### src/rtl/dcef_pkg.sv
// Package with register map, field positions and reset values for the block.
package dcef_pkg;

	// Byte addresses of the registers.
	localparam logic [7:0] DCEF_EVT_CTL_OFS = 8'h00;
	localparam logic [7:0] DCEF_RD_PTR_OFS = 8'h04;
	localparam logic [7:0] DCEF_IRQ_STAT_OFS = 8'h08;
	localparam logic [7:0] DCEF_IRQ_EN_OFS = 8'h0c;
	localparam logic [7:0] DCEF_IRQ_CLR_OFS = 8'h10;

	// Field positions in the channel event control register.
	localparam int DCEF_WR_SYNC_CLR_BIT = 15;
	localparam int DCEF_WR_SYNC_SEEN_BIT = 14;
	localparam int DCEF_RD_SYNC_CLR_BIT = 13;
	localparam int DCEF_RD_SYNC_SEEN_BIT = 12;
	localparam int DCEF_WR_DROP_EN_BIT = 11;
	localparam int DCEF_WR_DROP_FLAG_BIT = 10;
	localparam int DCEF_RD_DROP_EN_BIT = 9;
	localparam int DCEF_RD_DROP_FLAG_BIT = 8;
	localparam int DCEF_BLOCK_EN_BIT = 7;
	localparam int DCEF_BLOCK_FLAG_BIT = 6;
	localparam int DCEF_FINAL_EN_BIT = 5;
	localparam int DCEF_FINAL_FLAG_BIT = 4;
	localparam int DCEF_FRAME_EN_BIT = 3;
	localparam int DCEF_FRAME_FLAG_BIT = 2;
	localparam int DCEF_SPLIT_EN_BIT = 1;
	localparam int DCEF_SPLIT_FLAG_BIT = 0;

	// Event order in the interrupt status, enable and clear registers.
	localparam int DCEF_NUM_EVT = 8;
	localparam int DCEF_EV_SPLIT = 0;
	localparam int DCEF_EV_FRAME = 1;
	localparam int DCEF_EV_FINAL = 2;
	localparam int DCEF_EV_BLOCK = 3;
	localparam int DCEF_EV_RD_DROP = 4;
	localparam int DCEF_EV_WR_DROP = 5;
	localparam int DCEF_EV_RD_SYNC = 6;
	localparam int DCEF_EV_WR_SYNC = 7;

	// Values after reset.
	localparam logic [4:0] DCEF_CTL_EN_RST = 5'h10;
	localparam logic [31:0] DCEF_RD_PTR_RST = 32'h0000_0000;
	localparam logic [7:0] DCEF_EVT_RST = 8'h00;

	// Bus encodings.
	localparam logic [1:0] DCEF_HTRANS_NONSEQ = 2'h2;
	localparam logic [1:0] DCEF_HTRANS_SEQ = 2'h3;

endpackage

### src/rtl/dcef_channel_events.sv
// Channel event flags, interrupt enables and read pointer behind AHB-Lite.
// Function
// - Write-sync seen flag at bit 14, set by write sync event, resets 0.
// - Writing 1 to bit 13 clears read-sync seen; writing 0 does nothing.
// - Read-sync seen flag at bit 12, set by read sync event, resets 0.
// - Bit 11 enables write-drop flag onto channel interrupt; resets 0.
// - Write-drop flag at bit 10 sets on dropped write sync; resets 0.
// - Bit 9 enables read-drop flag onto channel interrupt; resets 0.
// - Read-drop flag at bit 8 sets on dropped read sync; resets 0.
// - Bit 7 enables block-done flag onto interrupt; resets to 1.
// - Block-done flag at bit 6 sets when a block finishes; resets 0.
// - Bit 5 enables final-frame flag onto channel interrupt; resets 0.
// - Final-frame flag at bit 4 sets when last frame finishes; resets 0.
// - Bit 3 enables frame-done flag onto channel interrupt; resets 0.
// - Frame-done flag at bit 2 sets when a frame completes; resets 0.
// - Bit 1 enables split-overrun flag onto channel interrupt; resets 0.
// - Split-overrun flag at bit 0 sets on split overrun; resets 0.
// - Read pointer is a 32-bit read/write register reset to 0.
// - Writing 1 to bit 15 clears write-sync seen; writing 0 does nothing.
`timescale 1ns/1ps
`default_nettype none

module dcef_channel_events
(
	// Clock and reset.
	input wire logic mclk,
	input wire logic srst,
	// AHB-Lite slave.
	input wire logic hsel,
	input wire logic [7:0] haddr,
	input wire logic [1:0] htrans,
	input wire logic hwrite,
	input wire logic [2:0] hsize,
	input wire logic [31:0] hwdata,
	input wire logic hready,
	output logic [31:0] hrdata,
	output logic hreadyout,
	output logic hresp,
	// Event pulses from the transfer engine.
	input wire logic wrSyncEvt,
	input wire logic rdSyncEvt,
	input wire logic wrSyncLost,
	input wire logic rdSyncLost,
	input wire logic blockDone,
	input wire logic finalFrameDone,
	input wire logic frameDone,
	input wire logic splitOverrun,
	// Channel state.
	output logic [31:0] readPointer,
	output logic chanIrq,
	output logic evtIrq
);
	import dcef_pkg::*;

	// Flag and enable pairs in the control word, counted from bit 0.
	localparam int NumPair = 6;

	////////////////////////////////////////////////////////////////////////

	typedef struct packed {
		logic wrSeen;
		logic rdSeen;
		logic wrDropEn;
		logic wrDropFlag;
		logic rdDropEn;
		logic rdDropFlag;
		logic blockEn;
		logic blockFlag;
		logic finalEn;
		logic finalFlag;
		logic frameEn;
		logic frameFlag;
		logic splitEn;
		logic splitFlag;
		logic [31:0] rdPtr;
		logic [7:0] evtStat;
		logic [7:0] evtEn;
		logic dataPh;
		logic dataWr;
		logic [7:0] dataAddr;
		logic [31:0] rdata;
	} dcef_state_t;

	dcef_state_t st_r;
	dcef_state_t st_nxt;
	logic [31:0] ctlWord;
	logic [7:0] evtIn;
	logic [7:0] evtClr;
	logic [7:0] evtStatNxt;
	logic [7:0] evtHit;
	logic [NumPair-1:0] pairFlag;
	logic [NumPair-1:0] pairEn;
	logic [NumPair-1:0] pairIrq;
	logic selCtl;
	logic selPtr;
	logic selEn;
	logic selClr;
	logic [31:0] rdWord;

	////////////////////////////////////////////////////////////////////////

	always_comb
	begin
		ctlWord = 32'h0000_0000;
		ctlWord[DCEF_WR_SYNC_SEEN_BIT] = st_r.wrSeen;
		ctlWord[DCEF_RD_SYNC_SEEN_BIT] = st_r.rdSeen;
		ctlWord[DCEF_WR_DROP_EN_BIT] = st_r.wrDropEn;
		ctlWord[DCEF_WR_DROP_FLAG_BIT] = st_r.wrDropFlag;
		ctlWord[DCEF_RD_DROP_EN_BIT] = st_r.rdDropEn;
		ctlWord[DCEF_RD_DROP_FLAG_BIT] = st_r.rdDropFlag;
		ctlWord[DCEF_BLOCK_EN_BIT] = st_r.blockEn;
		ctlWord[DCEF_BLOCK_FLAG_BIT] = st_r.blockFlag;
		ctlWord[DCEF_FINAL_EN_BIT] = st_r.finalEn;
		ctlWord[DCEF_FINAL_FLAG_BIT] = st_r.finalFlag;
		ctlWord[DCEF_FRAME_EN_BIT] = st_r.frameEn;
		ctlWord[DCEF_FRAME_FLAG_BIT] = st_r.frameFlag;
		ctlWord[DCEF_SPLIT_EN_BIT] = st_r.splitEn;
		ctlWord[DCEF_SPLIT_FLAG_BIT] = st_r.splitFlag;
	end

	always_comb
	begin
		evtIn = 8'h00;
		evtIn[DCEF_EV_SPLIT] = splitOverrun;
		evtIn[DCEF_EV_FRAME] = frameDone;
		evtIn[DCEF_EV_FINAL] = finalFrameDone;
		evtIn[DCEF_EV_BLOCK] = blockDone;
		evtIn[DCEF_EV_RD_DROP] = rdSyncLost;
		evtIn[DCEF_EV_WR_DROP] = wrSyncLost;
		evtIn[DCEF_EV_RD_SYNC] = rdSyncEvt;
		evtIn[DCEF_EV_WR_SYNC] = wrSyncEvt;
	end

	////////////////////////////////////////////////////////////////////////

	// Each condition flag sits just below its enable in the control word,
	// so one loop forms every pair's share of the channel interrupt.
	for (genvar gi = 0; gi < NumPair; gi++)
	begin : g_pair
		assign pairFlag[gi] = ctlWord[2 * gi];
		assign pairEn[gi] = ctlWord[2 * gi + 1];
		assign pairIrq[gi] = pairFlag[gi] & pairEn[gi];
	end

	// Status bits are sticky: an event in the cycle of a clear still sets
	// its bit, so no event is lost to a late clear.
	for (genvar gi = 0; gi < DCEF_NUM_EVT; gi++)
	begin : g_evt
		assign evtClr[gi] = selClr & hwdata[gi];
		assign evtStatNxt[gi] = evtIn[gi] |
			(st_r.evtStat[gi] & ~evtClr[gi]);
		assign evtHit[gi] = st_r.evtStat[gi] & st_r.evtEn[gi];
	end

	////////////////////////////////////////////////////////////////////////

	// Write data only stands in the data phase, so writes decode the
	// address that was kept from the address phase.
	always_comb
	begin
		selCtl = 1'b0;
		selPtr = 1'b0;
		selEn = 1'b0;
		selClr = 1'b0;
		if (st_r.dataPh && st_r.dataWr)
		begin
			if (st_r.dataAddr == DCEF_EVT_CTL_OFS)
			begin
				selCtl = 1'b1;
			end
			else if (st_r.dataAddr == DCEF_RD_PTR_OFS)
			begin
				selPtr = 1'b1;
			end
			else if (st_r.dataAddr == DCEF_IRQ_EN_OFS)
			begin
				selEn = 1'b1;
			end
			else if (st_r.dataAddr == DCEF_IRQ_CLR_OFS)
			begin
				selClr = 1'b1;
			end
		end
	end

	////////////////////////////////////////////////////////////////////////

	// Reads are answered from the registers as they stand at the address
	// phase, so a read pipelined straight behind a write to the same
	// register still returns the old value.
	always_comb
	begin
		// Unmapped addresses and the clear register read as zero.
		rdWord = 32'h0000_0000;
		if (haddr == DCEF_EVT_CTL_OFS)
		begin
			rdWord = ctlWord;
		end
		else if (haddr == DCEF_RD_PTR_OFS)
		begin
			rdWord = st_r.rdPtr;
		end
		else if (haddr == DCEF_IRQ_STAT_OFS)
		begin
			rdWord = {24'h00_0000, st_r.evtStat};
		end
		else if (haddr == DCEF_IRQ_EN_OFS)
		begin
			rdWord = {24'h00_0000, st_r.evtEn};
		end
	end

	////////////////////////////////////////////////////////////////////////

	always_comb
	begin
		logic takeReq;
		takeReq = 1'b0;
		st_nxt = st_r;
		if (selCtl)
		begin
			st_nxt.wrDropEn = hwdata[DCEF_WR_DROP_EN_BIT];
			st_nxt.rdDropEn = hwdata[DCEF_RD_DROP_EN_BIT];
			st_nxt.blockEn = hwdata[DCEF_BLOCK_EN_BIT];
			st_nxt.finalEn = hwdata[DCEF_FINAL_EN_BIT];
			st_nxt.frameEn = hwdata[DCEF_FRAME_EN_BIT];
			st_nxt.splitEn = hwdata[DCEF_SPLIT_EN_BIT];
			// Condition flags take the written value; a 1 written can set
			// them, which lets software test the interrupt path.
			st_nxt.wrDropFlag = hwdata[DCEF_WR_DROP_FLAG_BIT];
			st_nxt.rdDropFlag = hwdata[DCEF_RD_DROP_FLAG_BIT];
			st_nxt.blockFlag = hwdata[DCEF_BLOCK_FLAG_BIT];
			st_nxt.finalFlag = hwdata[DCEF_FINAL_FLAG_BIT];
			st_nxt.frameFlag = hwdata[DCEF_FRAME_FLAG_BIT];
			st_nxt.splitFlag = hwdata[DCEF_SPLIT_FLAG_BIT];
			if (hwdata[DCEF_WR_SYNC_CLR_BIT])
			begin
				st_nxt.wrSeen = 1'b0;
			end
			if (hwdata[DCEF_RD_SYNC_CLR_BIT])
			begin
				st_nxt.rdSeen = 1'b0;
			end
		end
		if (selPtr)
		begin
			st_nxt.rdPtr = hwdata;
		end
		if (selEn)
		begin
			st_nxt.evtEn = hwdata[7:0];
		end
		// Hardware sets come last so they win over a clear in the same cycle.
		if (wrSyncEvt)
		begin
			st_nxt.wrSeen = 1'b1;
		end
		if (rdSyncEvt)
		begin
			st_nxt.rdSeen = 1'b1;
		end
		if (wrSyncLost)
		begin
			st_nxt.wrDropFlag = 1'b1;
		end
		if (rdSyncLost)
		begin
			st_nxt.rdDropFlag = 1'b1;
		end
		if (blockDone)
		begin
			st_nxt.blockFlag = 1'b1;
		end
		if (finalFrameDone)
		begin
			st_nxt.finalFlag = 1'b1;
		end
		if (frameDone)
		begin
			st_nxt.frameFlag = 1'b1;
		end
		if (splitOverrun)
		begin
			st_nxt.splitFlag = 1'b1;
		end
		st_nxt.evtStat = evtStatNxt;
		// Address phase; the slave is always ready, so no wait states.
		takeReq = hsel && hready && (htrans == DCEF_HTRANS_NONSEQ ||
			htrans == DCEF_HTRANS_SEQ);
		if (hready)
		begin
			st_nxt.dataPh = takeReq;
			st_nxt.dataWr = takeReq && hwrite;
			st_nxt.dataAddr = haddr;
		end
		if (takeReq && !hwrite)
		begin
			st_nxt.rdata = rdWord;
		end
		if (srst)
		begin
			st_nxt = '0;
			{st_nxt.blockEn, st_nxt.finalEn, st_nxt.frameEn, st_nxt.splitEn,
				st_nxt.wrDropEn} = DCEF_CTL_EN_RST;
			st_nxt.rdPtr = DCEF_RD_PTR_RST;
			st_nxt.evtStat = DCEF_EVT_RST;
			st_nxt.evtEn = DCEF_EVT_RST;
		end
	end

	always_ff @(posedge mclk)
	begin
		st_r <= st_nxt;
	end

	////////////////////////////////////////////////////////////////////////

	assign hrdata = st_r.rdata;
	assign hreadyout = 1'b1;
	assign hresp = 1'b0;
	assign readPointer = st_r.rdPtr;
	// The sync seen bits are status only and do not request an interrupt.
	assign chanIrq = |pairIrq;
	assign evtIrq = |evtHit;

endmodule

`default_nettype wire

### config.mk
export PLATFORM = sky130hd
export DESIGN_NAME = dcef_channel_events
export DESIGN_NICKNAME = d
export VERILOG_FILES = /design/src/rtl/dcef_pkg.sv /design/src/rtl/dcef_channel_events.sv
export SDC_FILE = /design/constraint.sdc
export NUM_CORES = 1
export LEC_CHECK = 0
export BUFFER_PORTS_ARGS = -buffer_cell sky130_fd_sc_hd__buf_2
export CAP_MARGIN = 20
export CORE_ASPECT_RATIO = 1.25
export CORE_MARGIN = 2
export CORE_UTILIZATION = 40
export CTS_BUF_LIST = sky130_fd_sc_hd__clkbuf_16
export CTS_CLUSTER_SIZE = 40
export DETAILED_ROUTE_END_ITERATION = 10
export PLACE_DENSITY = 0.66
export SLEW_MARGIN = 20
export SYNTH_ARGS = -nofsm -noshare
export SYNTH_HDL_FRONTEND = slang
export SYNTH_SLANG_ARGS = --single-unit
export TNS_END_PERCENT = 10
### constraint.sdc
create_clock -name mclk -period 4.6 [get_ports mclk]
set_input_delay 0.46 -clock mclk [delete_from_list [all_inputs] [get_ports mclk]]
set_output_delay 0.46 -clock mclk [all_outputs]
set_load 0.01 [all_outputs]
-- After elaboration in Yosys (flattened, before gate mapping)
Cells that the tools add are included.
- eq/ne operators: 8
- mux-type cells: 29
- bitwise logic cells: 46
- reductions and logical operators: 23
- operators with widths (operator ; count):
    32-bit two-way mux ; 2
    1-bit bitwise AND ; 30
    8-bit by 4-bit == test with 1-bit output (second input constant) ; 3
    1-bit two-way mux ; 24
    2-bit nonzero test ; 10
    8-bit by 3-bit == test with 1-bit output (second input constant) ; 2
    8-bit zero test ; 2
    8-bit two-way mux ; 2
    14-bit two-way mux ; 1
    8-bit by 5-bit == test with 1-bit output (second input constant) ; 1
    1-bit NOT ; 8
    1-bit bitwise OR ; 8
    8-bit OR reduction ; 1
    6-bit OR reduction ; 1
    1-bit logical AND ; 5
    2-bit == test (second input constant) ; 2
    2-bit AND reduction ; 2
    1-bit zero test ; 1
    1-bit logical OR ; 1
- register bits: 104
- word-level logic and storage cells: 127

-- Depth between registers and ports, before layout
- depth after elaboration: 10
- gate-level depth with buffers: 6
- gate-level depth less buffers: 3

-- Worst setup path after synthesis
OpenSTA, ideal clock, no wires.
- path type: input port to flip-flop
- start point: input port haddr[2]
- end point: register st_r, in the netlist hrdata[5]
- arrival: 1.589 ns
- required time: 4.483 ns
- slack: 2.895 ns
- stages on the path: 4
- buffers on the path: 2
- path through: buf_2 > buf_2 > mux4_2 > a22o_1
- word-level cells in the longest chain between the ends: 5
- elaborated cells on any way between the ends: 8
- those cells by class: 3 x eq/ne; 4 x mux; 1 x reduce/logical
- ends and longest elaborated chain (element ; RTL line ; text):
    start, declared ; dcef_channel_events.sv:30 ; input wire logic [7:0] haddr,
    8-bit by 4-bit == test with 1-bit output ; dcef_channel_events.sv:207 ; else if (haddr == DCEF_IRQ_EN_OFS)
    8-bit two-way mux ; dcef_channel_events.sv:207 ;
    8-bit two-way mux ; dcef_channel_events.sv:203 ; else if (haddr == DCEF_IRQ_STAT_OFS)
    32-bit two-way mux ; dcef_channel_events.sv:199 ; else if (haddr == DCEF_RD_PTR_OFS)
    32-bit two-way mux (*) ; dcef_channel_events.sv:195 ; if (haddr == DCEF_EVT_CTL_OFS)
    end signal, assigned ; dcef_channel_events.sv:313 ; st_r <= st_nxt;
    end, declared ; dcef_channel_events.sv:84 ; dcef_state_t st_r;
Every way passes the cells marked *; elsewhere a longest branch is shown, timed or not.
A chain may end at the register's enable or synchronous reset.

-- Worst setup path after layout
- start point: register st_r[33] (netlist name)
- end point: register st_r, in the netlist readPointer[28]
- word-level cells in the longest chain between the ends: 4
- elaborated cells on any way between the ends: 5
- those cells by class: 1 x eq/ne; 3 x mux; 1 x reduce/logical
- ends and longest elaborated chain (element ; RTL line ; text):
    8-bit by 3-bit == test with 1-bit output ; dcef_channel_events.sv:171 ; else if (st_r.dataAddr == DCEF_RD_PTR_OFS)
    1-bit two-way mux ; dcef_channel_events.sv:171 ;
    1-bit two-way mux (*) ; dcef_channel_events.sv:167 ; if (st_r.dataAddr == DCEF_EVT_CTL_OFS)
    1-bit two-way mux (*) ; dcef_channel_events.sv:165 ; if (st_r.dataPh && st_r.dataWr)
Marks and branches as above.

==> results_dict.tcl <==
set metrics [dict create \
    worstHoldPathType "input port to register" \
    num_rows 45 \
    max_clock_freq_mhz 498 \
    share_of_power_burned_in_the_clock_network 0.386 \
    post-synth-top-area-cell "sky130_fd_sc_hd__dfxtp_1" \
    drv_cap 0 \
    wl_mm 11.7 \
    area_contributors_post_synth "sky130_fd_sc_hd__dfxtp_1 41%, sky130_fd_sc_hd__mux2i_1 11%, sky130_fd_sc_hd__nand2b_1 10%" \
    antenna_left 0 \
    synth.top_cells.by_count "104 x sky130_fd_sc_hd__dfxtp_1, 80 x sky130_fd_sc_hd__nand2b_1, 66 x sky130_fd_sc_hd__buf_4" \
    synth_sequential_area_ratio 0.415 \
    setup_viol_count_final 0 \
    fp.dieArea_mm2 0.0135 \
    rsz_0062_raised_after_global_routing "false" \
    antenna_violations_before_repair 0 \
    via_per_inst 5.18 \
    period_minus_slack_ns 2.01 \
    worst-slew-pin-transition_ns 0.890 \
    netSwitchingFraction 0.234 \
    layout-area-overhead-vs-synth_pct 7.36 \
    power.leakage_nw 2.29 \
    initial_utilization 0.411 \
    timing.final.hold_violations 0 \
    postCtsSetupRepairBufs 0 \
    h-tree-depth 3 \
    relSlewSlack 0.406 \
    diodes 0 \
    tritoncts.num_buffers 9 \
    post-dp-hpwl_mm 8.23 \
    final.period_utilization 0.437 \
    net_count_after_synthesis 541 \
    worst_path_maximum_fanout 32 \
    gp_congestion 0.836 \
    total_via_count_in_the_routed_design 3530 \
    cp-start-kind "register" \
    routedWlPerCell_um 17.2 \
    endpoint_kind "register" \
    share_seq_of_total_power 0.536 \
    synthMostInstantiatedCell "sky130_fd_sc_hd__dfxtp_1" \
    count_of_pins_over_their_slew_limit 0 \
    worstPathArrival_ns 2.27 \
    fin_skew_ns 0.00687 \
    post_cts_hold_buffer_count 0 \
    critical_path_required_ns 4.86 \
    drive_above_1_share 0.303 \
    clk_pin_slew_ns 0.07 \
    syn_area_per_cell_um2 10.4 \
    yosys_reg_bits 104 \
    synth-main-ff-cell "sky130_fd_sc_hd__dfxtp_1" \
    core_mm2 0.0122 \
    grt_pass1_wl_mm 18.4 \
    path_class "register to register" \
    buffer_type_at_the_clock_tree_root "sky130_fd_sc_hd__clkbuf_16" \
    synth_cells 483 \
    fillerInstances 1197 \
    cts_sinks 104 \
    fin_tns_setup_ns 0 \
    cts_tree "done" \
    dr.first_iter.drc_count 197 \
    post_cts_resized 0 \
    p_int_mw 1.33 \
    power_density_mw_per_mm2 323 \
    netlist_area_mm2 0.00502 \
    final_nets 571 \
    distinct_cell_type_count_after_synthesis 39 \
    worst_slack_after_detailed_placement_ns 2.24 \
    grt_max_degree 107 \
    finalPower_mw 1.74 \
    number_of_global_route_vias_before_repair 3525 \
    edff_count_synth 0 \
    net-switching-power_mw 0.407 \
    r2r_slack_ns 2.59 \
    clk-insertion-delay-late_ns 0.34 \
    yosysWarningCount 0 \
    portBuffers 119 \
    ctsLongestPathBuffers 2 \
    drc 0 \
    power.ir.vdd_worst_v 0.000200 \
    fp.dieH_um 129 \
    final.setup.worst_slack_ns 2.59 \
    globalRouteTotalUtil 0.175 \
    finalHoldWorstSlack_ns 0.374 \
    run_status "finished clean" \
    async_flop_share 0 \
    die_width_um 104 \
    post-synth-top-area-fraction 0.415 \
    pin_count 126 \
    power_frac_comb 0.078 \
    grt-ovfl-total 0 \
    drt-pass1-iter-count 4 \
]
-- metal layers --
| metal | up-vias | wire, µm | global-route usage |
|---|---|---|---|
| met4 | 0 | 199 | 0.0787 |
| li1 | 1701 | - | - |
| met2 | 99 | 5810 | 0.319 |
| met5 | - | 0 | 0 |
| met1 | 1718 | 5210 | 0.198 |
| met3 | 12 | 496 | 0.0337 |
-- power groups by stage --
stage | Sequential (mW) | Clock [mW] | Combinational [mW]
floorplan | 0.944 | 0 | 0.0932
global placement | 0.952 | 0 | 0.133
detailed placement | 0.953 | 0 | 0.136
CTS | 0.932 | 0.691 | 0.136
global route | 0.934 | 0.727 | 0.149
finish | 0.933 | 0.673 | 0.136
-- placed cells by master, fill, tap and decap left out, types with 3 or more instances in the layout --
| cell type | n |
|---|---|
| sky130_fd_sc_hd__mux2i_1 | 54 |
| sky130_fd_sc_hd__dfxtp_1 | 104 |
| sky130_fd_sc_hd__clkbuf_16 | 9 |
| sky130_fd_sc_hd__mux4_2 | 8 |
| sky130_fd_sc_hd__a22oi_1 | 7 |
| sky130_fd_sc_hd__buf_2 | 119 |
| sky130_fd_sc_hd__mux2_2 | 6 |
| sky130_fd_sc_hd__nand2b_1 | 80 |
| sky130_fd_sc_hd__a21oi_1 | 8 |
| sky130_fd_sc_hd__a211oi_1 | 8 |
| sky130_fd_sc_hd__clkinv_1 | 3 |
| sky130_fd_sc_hd__a31oi_1 | 6 |
| sky130_fd_sc_hd__nor2_1 | 21 |
| sky130_fd_sc_hd__a22o_1 | 14 |
| sky130_fd_sc_hd__o31ai_1 | 6 |
| sky130_fd_sc_hd__nor3b_1 | 14 |
| sky130_fd_sc_hd__clkinv_2 | 3 |
| sky130_fd_sc_hd__a32o_1 | 18 |
-- final cells by class --
cell class                 count  area (µm²)  share of cell area
timing repair buffer         121         611               0.113
clock inverter                 7        30.0             0.00557
multi-input combinational    277        2230               0.415
sequential                   104        2080               0.387
clock buffer                   9         225              0.0418
tap                          164         205              0.0381
-- worst paths after layout --
path,start,end,depth (start not counted)
setup / recovery,st_r[33],readPointer[28],3
hold / removal,haddr[6],st_r[38],3
setup reg to reg,st_r[33],readPointer[28],3
hold reg to reg,hrdata[30],hrdata[30],1
-- stage by stage --
stage          std cells  area (µm²)   util
5_1_grt              682        5390  0.441
3_3_place_gp         666        5130  0.420
2_1_floorplan        483        5020      -
3_5_place_dp         666        5130  0.420
6_report             682        5390  0.441
4_1_cts              682        5380  0.440
-- critical path, stage by stage, from the launching register on --
cell and delay [ns]:
sky130_fd_sc_hd__dfxtp_1 0.36, sky130_fd_sc_hd__nor4_4 0.54, sky130_fd_sc_hd__and3_4 0.75, sky130_fd_sc_hd__mux2i_1 0.26
-- flip-flops by register name (all words and copies together) (netlist names) --
signal and cells:
hrdata 32, readPointer 32, ctlWord 14, st_r 26
-- kinds of logic (layout without fill, tap and decap cells) --
| family | after synthesis | count (layout) | synth area share |
|---|---|---|---|
| flip-flops | 104 | 104 | 0.415 |
| AND/OR/NAND/NOR | 138 | 138 | 0.174 |
| AO/OA/AOI/OAI | 69 | 69 | 0.111 |
| multiplexers | 68 | 68 | 0.157 |
| other | 2 | 2 | 0.00150 |
| buffers and inverters | 102 | 137 | 0.142 |
Note: power is estimated with default switching activity, not from simulation.
